[src/logic/msbtl_pkg.sv]
package msbtl_pkg;
    localparam logic [7:0] CH_SOH = 8'h01;
    localparam logic [7:0] CH_EOT = 8'h04;
    localparam logic [7:0] CH_ENQ = 8'h05;
    localparam logic [7:0] CH_ACK = 8'h06;
    localparam logic [7:0] CH_NAK = 8'h15;
    localparam logic [7:0] CH_ETB = 8'h17;
    localparam logic [7:0] CH_NORMAL = 8'h4E;
    localparam logic [7:0] ADDR_OFFSET = 8'h20;
    localparam logic [7:0] DIR_READ = 8'h30;
    localparam int HDR_LEN = 17;
    localparam int HDR_FIELD_LAST = 15;
    localparam int HDR_DIR_POS = 4;
    localparam int BLOCK_MAX = 256;
    localparam int RETRY_MAX = 3;
    localparam int CLK_HZ = 50000000;
    localparam int QUIET_MS = 10;
    localparam int QUIET_CYC = QUIET_MS * (CLK_HZ / 1000);
    localparam int QUIET_CHARS = 4;
    localparam int TMO_MS = 1000;
    localparam int TMO_CYC = TMO_MS * (CLK_HZ / 1000);
    localparam int BYTE_TIME_CYC = 5209;
    typedef enum logic [3:0] {
        ST_HUNT, ST_QUIET, ST_REPLY, ST_HDR, ST_HDR_ANS, ST_RX_BLK, ST_RX_ANS,
        ST_TX_BLK, ST_TX_WAIT, ST_RD_EOT, ST_ABORT, ST_DONE
    } msbtl_state_t;
endpackage

[src/logic/msbtl_link.sv]
`timescale 1ns/100ps
module msbtl_link #(
    parameter int QUIET_CYCLES = msbtl_pkg::QUIET_CYC,
    parameter int CHAR_CYCLES = msbtl_pkg::BYTE_TIME_CYC,
    parameter int TIMEOUT_CYCLES = msbtl_pkg::TMO_CYC,
    parameter int BLK_BYTES = msbtl_pkg::BLOCK_MAX
) (
    input wire logic clk_i,
    input wire logic rst_i,
    input wire logic [6:0] unit_id_i,
    input wire logic [7:0] rx_data_i,
    input wire logic rx_valid_i,
    output logic [7:0] tx_data_o,
    output logic tx_valid_o,
    input wire logic tx_ready_i,
    input wire logic [7:0] blk_count_i,
    input wire logic [8:0] last_len_i,
    input wire logic [7:0] blk_data_i,
    input wire logic blk_data_valid_i,
    output logic blk_data_ready_o,
    input wire logic blk_ok_i,
    output logic [7:0] rx_byte_o,
    output logic rx_byte_valid_o,
    output logic [7:0] hdr_byte_o,
    output logic [4:0] hdr_pos_o,
    output logic hdr_byte_valid_o,
    output logic hdr_ok_o,
    output logic write_dir_o,
    output logic blk_end_o,
    output logic busy_o,
    output logic done_o,
    output logic abort_o
);
    import msbtl_pkg::*;

    function automatic logic is_hex(input logic [7:0] b);
        is_hex = (b >= 8'h30 && b <= 8'h39) || (b >= 8'h41 && b <= 8'h46);
    endfunction

    msbtl_state_t state, next_state;
    logic [1:0] enq_pos;
    logic [31:0] timer;
    logic [4:0] hdr_cnt;
    logic [7:0] lrc;
    logic hdr_bad;
    logic [1:0] retries;
    logic [8:0] byte_cnt;
    logic [7:0] blk_idx;
    logic got_first;
    logic [7:0] reply;
    logic reply_pend;
    // Two-entry skid buffer toward the UART
    logic [7:0] buf_data [2];
    logic [1:0] buf_cnt;
    logic buf_wr_ptr, buf_rd_ptr;

    wire [7:0] own_addr = {1'b0, unit_id_i} + ADDR_OFFSET;
    wire buf_full = (buf_cnt == 2'h2);
    wire buf_push = reply_pend && !buf_full;
    wire src_push = (state == ST_TX_BLK) && blk_data_valid_i && !buf_full && !reply_pend;
    wire buf_pop = tx_valid_o && tx_ready_i;
    wire timer_done = (timer == 32'h0);
    wire last_blk = (blk_idx == blk_count_i);
    wire [8:0] blk_len = last_blk ? last_len_i : 9'(BLK_BYTES);
    wire [4:0] hdr_next = hdr_cnt + 5'h1;
    wire hdr_field_ok = (hdr_cnt == 5'h0) ? (rx_data_i == CH_SOH) :
        (hdr_cnt == 5'(HDR_LEN - 2)) ? (rx_data_i == CH_ETB) :
        (hdr_cnt == 5'(HDR_LEN - 1)) ? (rx_data_i == lrc) :
        is_hex(rx_data_i);
    wire [7:0] lrc_next = (hdr_cnt >= 5'h1 && hdr_cnt < 5'(HDR_FIELD_LAST)) ?
        (lrc ^ rx_data_i) : lrc;

    assign tx_data_o = buf_data[buf_rd_ptr];
    assign tx_valid_o = (buf_cnt != 2'h0);
    assign blk_data_ready_o = (state == ST_TX_BLK) && !buf_full && !reply_pend;
    assign busy_o = (state != ST_HUNT) && (state != ST_QUIET);

    // Byte sends come from the controller; blocks stream through the buffer
    always_comb begin
        next_state = state;
        case (state)
            ST_HUNT: next_state = state;
            ST_QUIET: begin
                if (rx_valid_i) begin
                    next_state = ST_HUNT;
                end else if (timer_done) begin
                    next_state = ST_HDR;
                end
            end
            default: next_state = state;
        endcase
    end

    always_ff @(posedge clk_i) begin
        if (rst_i) begin
            state <= ST_HUNT;
            enq_pos <= 2'h0;
            timer <= 32'h0;
            hdr_cnt <= 5'h0;
            lrc <= 8'h0;
            hdr_bad <= 1'b0;
            retries <= 2'h0;
            byte_cnt <= 9'h0;
            blk_idx <= 8'h0;
            got_first <= 1'b0;
            reply <= 8'h0;
            reply_pend <= 1'b0;
            rx_byte_o <= 8'h0;
            rx_byte_valid_o <= 1'b0;
            hdr_byte_o <= 8'h0;
            hdr_pos_o <= 5'h0;
            hdr_byte_valid_o <= 1'b0;
            hdr_ok_o <= 1'b0;
            write_dir_o <= 1'b0;
            blk_end_o <= 1'b0;
            done_o <= 1'b0;
            abort_o <= 1'b0;
        end else begin
            rx_byte_valid_o <= 1'b0;
            hdr_byte_valid_o <= 1'b0;
            hdr_ok_o <= 1'b0;
            blk_end_o <= 1'b0;
            done_o <= 1'b0;
            abort_o <= 1'b0;
            if (buf_push) begin
                reply_pend <= 1'b0;
            end
            if (timer != 32'h0) begin
                timer <= timer - 32'h1;
            end
            case (state)
                ST_HUNT: begin
                    // Unit only answers; it never starts a sequence
                    if (rx_valid_i) begin
                        if (rx_data_i == CH_NORMAL) begin
                            enq_pos <= 2'h1;
                        end else if (enq_pos == 2'h1 && rx_data_i == own_addr) begin
                            enq_pos <= 2'h2;
                        end else if (enq_pos == 2'h2 && rx_data_i == CH_ENQ) begin
                            enq_pos <= 2'h0;
                            state <= ST_QUIET;
                            timer <= 32'(QUIET_CYCLES + QUIET_CHARS * CHAR_CYCLES);
                        end else begin
                            enq_pos <= 2'h0;
                        end
                    end
                end
                ST_QUIET: begin
                    state <= next_state;
                    if (next_state == ST_HDR && !reply_pend) begin
                        reply <= CH_ACK;
                        reply_pend <= 1'b1;
                        timer <= 32'(TIMEOUT_CYCLES);
                        hdr_cnt <= 5'h0;
                        lrc <= 8'h0;
                        hdr_bad <= 1'b0;
                        retries <= 2'h0;
                    end
                end
                ST_HDR: begin
                    if (rx_valid_i) begin
                        hdr_byte_o <= rx_data_i;
                        hdr_pos_o <= hdr_next;
                        hdr_byte_valid_o <= 1'b1;
                        lrc <= lrc_next;
                        hdr_bad <= hdr_bad | !hdr_field_ok;
                        if (hdr_next == 5'(HDR_DIR_POS)) begin
                            write_dir_o <= (rx_data_i != DIR_READ);
                        end
                        if (hdr_next == 5'(HDR_LEN)) begin
                            state <= ST_HDR_ANS;
                        end
                        hdr_cnt <= hdr_next;
                        timer <= 32'(TIMEOUT_CYCLES);
                    end else if (timer_done) begin
                        state <= ST_ABORT;
                    end
                end
                ST_HDR_ANS: begin
                    if (!reply_pend) begin
                        reply_pend <= 1'b1;
                        hdr_cnt <= 5'h0;
                        lrc <= 8'h0;
                        hdr_bad <= 1'b0;
                        timer <= 32'(TIMEOUT_CYCLES);
                        byte_cnt <= 9'h0;
                        blk_idx <= 8'h0;
                        got_first <= 1'b0;
                        if (!hdr_bad) begin
                            reply <= CH_ACK;
                            hdr_ok_o <= 1'b1;
                            retries <= 2'h0;
                            state <= write_dir_o ? ST_RX_BLK : ST_TX_BLK;
                        end else if (retries == 2'(RETRY_MAX)) begin
                            reply <= CH_EOT;
                            state <= ST_DONE;
                            abort_o <= 1'b1;
                        end else begin
                            reply <= CH_NAK;
                            retries <= retries + 2'h1;
                            state <= ST_HDR;
                        end
                    end
                end
                ST_RX_BLK: begin
                    if (rx_valid_i) begin
                        rx_byte_o <= rx_data_i;
                        rx_byte_valid_o <= 1'b1;
                        if (!got_first) begin
                            got_first <= 1'b1;
                            timer <= 32'(TIMEOUT_CYCLES);
                        end
                        byte_cnt <= byte_cnt + 9'h1;
                        if (byte_cnt + 9'h1 == blk_len) begin
                            state <= ST_RX_ANS;
                            blk_end_o <= 1'b1;
                        end
                    end else if (timer_done) begin
                        state <= ST_ABORT;
                    end
                end
                ST_RX_ANS: begin
                    // Checker answers blk_ok_i one cycle after blk_end_o
                    if (!reply_pend && !blk_end_o) begin
                        reply_pend <= 1'b1;
                        byte_cnt <= 9'h0;
                        got_first <= 1'b0;
                        timer <= 32'(TIMEOUT_CYCLES);
                        if (blk_ok_i) begin
                            reply <= CH_ACK;
                            retries <= 2'h0;
                            blk_idx <= blk_idx + 8'h1;
                            state <= last_blk ? ST_RD_EOT : ST_RX_BLK;
                        end else if (retries == 2'(RETRY_MAX)) begin
                            reply <= CH_EOT;
                            state <= ST_DONE;
                            abort_o <= 1'b1;
                        end else begin
                            reply <= CH_NAK;
                            retries <= retries + 2'h1;
                            state <= ST_RX_BLK;
                        end
                    end
                end
                ST_TX_BLK: begin
                    if (src_push) begin
                        byte_cnt <= byte_cnt + 9'h1;
                        if (byte_cnt + 9'h1 == blk_len) begin
                            state <= ST_TX_WAIT;
                            blk_end_o <= 1'b1;
                            timer <= 32'(TIMEOUT_CYCLES);
                        end
                    end
                end
                ST_TX_WAIT: begin
                    if (rx_valid_i) begin
                        byte_cnt <= 9'h0;
                        timer <= 32'(TIMEOUT_CYCLES);
                        if (rx_data_i == CH_ACK) begin
                            retries <= 2'h0;
                            blk_idx <= blk_idx + 8'h1;
                            if (last_blk) begin
                                reply <= CH_EOT;
                                reply_pend <= 1'b1;
                                state <= ST_RD_EOT;
                            end else begin
                                state <= ST_TX_BLK;
                            end
                        end else if (rx_data_i == CH_NAK && retries != 2'(RETRY_MAX)) begin
                            retries <= retries + 2'h1;
                            state <= ST_TX_BLK;
                        end else begin
                            state <= ST_ABORT;
                        end
                    end else if (timer_done) begin
                        state <= ST_ABORT;
                    end
                end
                ST_RD_EOT: begin
                    if (rx_valid_i && rx_data_i == CH_EOT) begin
                        state <= ST_HUNT;
                        done_o <= 1'b1;
                    end else if (rx_valid_i || timer_done) begin
                        state <= ST_ABORT;
                    end
                end
                ST_ABORT: begin
                    if (!reply_pend) begin
                        reply <= CH_EOT;
                        reply_pend <= 1'b1;
                        abort_o <= 1'b1;
                        state <= ST_DONE;
                    end
                end
                ST_DONE: begin
                    // Wait for the closing EOT to leave before hunting again
                    if (!reply_pend && buf_cnt == 2'h0) begin
                        state <= ST_HUNT;
                    end
                end
                default: state <= ST_HUNT;
            endcase
        end
    end

    // Buffer holds bytes so a stalled UART loses nothing
    always_ff @(posedge clk_i) begin
        if (rst_i) begin
            buf_cnt <= 2'h0;
            buf_wr_ptr <= 1'b0;
            buf_rd_ptr <= 1'b0;
            buf_data[0] <= 8'h0;
            buf_data[1] <= 8'h0;
        end else begin
            if (buf_push || src_push) begin
                buf_data[buf_wr_ptr] <= buf_push ? reply : blk_data_i;
                buf_wr_ptr <= !buf_wr_ptr;
            end
            if (buf_pop) begin
                buf_rd_ptr <= !buf_rd_ptr;
            end
            buf_cnt <= buf_cnt + 2'((buf_push || src_push) ? 1 : 0) - 2'(buf_pop ? 1 : 0);
        end
    end
endmodule

[config.mk]
export PLATFORM = sky130hd
export DESIGN_NAME = msbtl_link
export DESIGN_NICKNAME = d
export VERILOG_FILES = /design/src/logic/msbtl_pkg.sv /design/src/logic/msbtl_link.sv
export SDC_FILE = /design/constraint.sdc
export NUM_CORES = 1
export LEC_CHECK = 0
export ABC_AREA = 1
export BUFFER_PORTS_ARGS = -buffer_cell sky130_fd_sc_hd__buf_2
export CORE_ASPECT_RATIO = 0.7
export CORE_UTILIZATION = 55
export CTS_CLUSTER_DIAMETER = 120
export DETAILED_ROUTE_END_ITERATION = 7
export PLACE_DENSITY = 0.75
export SKIP_CTS_REPAIR_TIMING = 1
export SLEW_MARGIN = 20
export SYNTH_ARGS = -nofsm -noshare
export SYNTH_HDL_FRONTEND = slang
export SYNTH_SLANG_ARGS = --single-unit
[constraint.sdc]
create_clock -name clk_i -period 2.72 [get_ports clk_i]
set_input_delay 0.408 -clock clk_i [delete_from_list [all_inputs] [get_ports clk_i]]
set_output_delay 0.408 -clock clk_i [all_outputs]
set_load 0.01 [all_outputs]
==> results by stage <==
Run status:
- The flow ran to the end, and the final reports show no timing, DRC or antenna violations.

Timing:
- On the final layout, the worst hold slack is 0.314 ns.
- The upper clock frequency limit is 398 MHz.
- At the pin with the least slew margin, the transition time is 0.621 ns.
- The count of pins over their slew limit came to 0.
- The number of setup violations in the final report is 0.
- The shortest clock period the worst path allows after layout is 2.51 ns.
- The share of the cycle needed by the critical path after routing is 92.3%.
- The summed negative setup slack over all endpoints is 0 ns.
- Setup repair after global routing left no endpoint under its margin.
- The hold violation count in the final report is 0.
- The worst max-slew margin expressed relative to the limit is 58.3%.
- The worst clock skew is 0.00813 ns.

Routing:
- In the routed design, unresolved DRC markers number 0.
- Dividing the detail-routed wire length by the instance count gives 15.5 µm.
- In this run the remaining antenna-violating nets after routing total 0.
- The final route contains 8,401 vias.
- The first-iteration detailed-routing DRC count is 841.
- Using the TritonRoute via totals, the vias-per-cell ratio works out to 5.53.
- The number of detailed-routing iterations run before antenna repair is 6.
- The sum of routed wire length over all layers is 23,500 µm.

Global routing:
- Summed over all layers, the global routing overflow is 0.
- Entering global routing, the biggest net connects 38 pins.
- The first global-routing pass estimated 37,900 µm of wire.
- For this run, the total global-route usage over all layers was measured as 32.1%.
- The initial antenna violation count came to 0.
- The number of global-route vias before repair came to 7,571.

Yosys:
- The Yosys step of the flow raised 0 warnings.
- The cell area that synthesis handed to floorplanning was 7950 µm².
- The synthesized design contains 16 enable-type register cells.
- For this run, the register share of the synthesized area comes to 33.5%.
- Dividing the synthesized area by the synthesized cell count gives 6.61 µm².
- Synthesis produced a netlist with a net count of 1,263.
- The cell count after synthesis came out at 1,203.
- In the synthesized netlist the async set-or-reset flop fraction comes to 0%.
- Counting flops and latches in the post-synthesis netlist gives 125.
- In the synthesized netlist the dominant register cell turns out to be dfxtp_1.
- The number of different library cells in the post-synthesis netlist is 53.

Min path:
- The worst min-delay path class is primary input to flip-flop.

Run:
- The number of max-cap violations is 0.

Setup path:
- The critical path contains buffers and inverters numbering 4 combined.
- The master of the slowest instance on the critical path is dfxtp_1.
- The endpoint type of the worst setup path is a flip-flop.
- The cell class contributing the biggest share of worst-path delay is simple AND/OR/NAND/NOR gates.
- The critical path startpoint category is a flip-flop.
- On the worst path, the slowest cell contributes a delay of 0.31 ns.
- Walking the worst path, the cells encountered are inv_1 -> ha_2 -> inv_1 -> nor2_4 -> nand3_1 -> nor2_4 -> nand2_1 -> nand2_1 -> o211ai_1 -> nand2_1 -> nand2_1 -> nor2_1 -> nand3_4 -> buf_12 -> nand4_1 -> inv_1.
- Counting stages on the worst path, the most repeated cell is nand2_1.
- The startpoint-to-endpoint class of the critical path is flip-flop to flip-flop.
- The arrival time at the worst endpoint is 2.84 ns.
- Along the worst path, the maximum fanout reaches 15.
- Data on the critical path is required at its endpoint by 3.05 ns.

Clock network:
- CTS built an H-tree with a depth of 4.
- The clock sink count is 125.
- The later pin in the worst-skew pair is clocked with a latency of 0.43 ns.
- The clock tree from TritonCTS is yes.
- The total clock buffers created by CTS is 17.
- Counting along the longest clock path gives a buffer depth of 2.
- The root buffer cell chosen for the clock tree is clkbuf_16.
- Clock-pin slew was measured on the worst setup and hold paths at 0.06 ns.

Placement:
- Summed over all nets, the half-perimeter wirelength after detailed placement is 16,900 µm.
- The area of placed instances is 8730 µm².
- Port buffering added 84 buffers.
- Routability-driven placement finished with a final weighted congestion of 1.01.
- In this run, placement finished with an instance count of 1,481.

Floorplanning:
- The die is 146 µm wide.
- The die covers 15,000 µm².
- The row count is 36.
- The chip height is 103 µm.
- The number of top-level pins is 85.
- Once the floorplan was initialized, standard cells occupied 56.8% of the core.
- The placeable core region is 14,000 µm².

Power:
- The power density relative to cell area is 941 nW/µm².
- Across the VDD grid, the largest voltage drop is 0.000562 V.
- For this design the static power due to leakage is 4.55 nW.

Finish:
- Summing all non-filler instances in the final layout gives an area of 9420 µm².
- The area added between synthesis and finish is 18.5%.
- In the final layout, the share of cells above drive strength 1 is 16.3%.
- The most common library cell in the layout ignoring fill and taps is nand2_1.
- The repair_antennas step left the layout with diodes totalling 0.
- In the final design database the tool counted 1,375 nets.
- In the layout the commonest cells are nand2_1, nor2_1, inv_1.
- After the flow finishes, the layout carries non-filler instances totaling 1,518.
flip-flops by register name, summed over array words and instances, names as in the netlist, 8 cells and up, named ones only:
register    cells
lrc             8
rx_byte_o       8
byte_cnt        9
timer          32
hdr_byte_o      8
blk_idx         8
buf_data       16
worst register-to-register path, stage by stage, from the launching register on:
cell      delay, ns
dfxtp_1        0.31
inv_1          0.13
ha_2           0.23
inv_1          0.07
nor2_4         0.11
nand3_1        0.14
nor2_4         0.22
nand2_1        0.07
nand2_1        0.09
o211ai_1       0.13
nand2_1        0.14
nand2_1        0.13
nor2_1         0.22
nand3_4        0.12
buf_12         0.18
nand4_1        0.07
inv_1          0.04
metal layers:
layer	track usage [%]	part of all wire, %	up-vias
met3	8.85	10	31
met1	45.3	47	3801
li1	-	-	4149
met4	9.31	1.2	0
met2	47.9	42	420
met5	0	0	-
path summary, 6_finish.rpt:
kind / start / end / slack [ns] / depth (start not counted)
hold reg to reg: hdr_pos_o[1] / hdr_pos_o[1] / 0.46 / 2
setup / recovery: timer[0] / timer[0] / 0.21 / 16
hold / removal: unit_id_i[2] / enq_pos[1] / 0.31 / 4
setup reg to reg: timer[0] / timer[0] / 0.21 / 16
layout make-up:
class | instances | area (µm²)
Clock buffer | 20 | 457
Clock inverter | 12 | 158
Fill cell | 1283 | 4590
Inverter | 157 | 589
Multi-Input combinational cell | 890 | 4580
Sequential cell | 125 | 2660
Tap cell | 190 | 238
Timing Repair Buffer | 124 | 733
cells in the mapped netlist, types with 3 or more instances:
master	number	share of area (%)
nor3b_1	3	0.28
ha_1	14	2.2
dfxtp_1	109	27
o2111ai_1	3	0.33
nor4_1	4	0.31
nand2_2	8	0.63
buf_1	3	0.14
nand3_1	60	3.8
edfxtp_1	16	6.0
clkbuf_1	20	0.94
a31oi_1	4	0.31
or2_2	3	0.24
nand2_1	258	12
xnor2_1	21	2.3
o211ai_1	5	0.47
nand3_2	10	1.3
nand4_1	21	1.7
nor2_2	9	0.71
a21oi_1	81	5.1
inv_1	147	6.9
buf_2	4	0.25
nor2_4	3	0.42
o22ai_1	4	0.31
inv_2	9	0.42
nor2_1	183	8.6
o21ai_0	87	5.5
a22oi_1	4	0.38
nor3_1	36	2.3
a211oi_1	9	0.85
mux2_2	8	1.1
xor2_1	28	3.1
cells by family (layout without fill, tap and decap cells):
family | after synthesis | count (layout) | synth area share [%]
flip-flops | 125 | 125 | 33.5
AO/OA/AOI/OAI | 210 | 210 | 14.7
AND/OR/NAND/NOR | 607 | 607 | 33.7
buffers and inverters | 188 | 313 | 9.22
XOR/XNOR | 49 | 49 | 5.40
multiplexers | 10 | 10 | 1.38
adder cells (fa/ha/maj) | 14 | 14 | 2.20
power breakdown:
group	switching, mW	leakage [nW]	total [mW]	internal, mW
Sequential	0.264	1.05	2.44	2.17
Combinational	2.60	3.20	4.03	1.43
Clock	0.907	0.298	2.40	1.50
Total	3.77	4.55	8.87	5.10
per-stage QoR:
step / setup WS, ns / util (%) / power, mW
floorplan: 0.531 / - / 5.27
global placement: 0.164 / 62.3 / 6.24
detailed placement: 0.0943 / 62.3 / 6.28
CTS: 0.0514 / 66.7 / 8.72
global route: 0.0128 / 67.3 / 9.50
finish: 0.209 / 67.3 / 8.87
No activity file was read; power rests on OpenSTA's default activity.
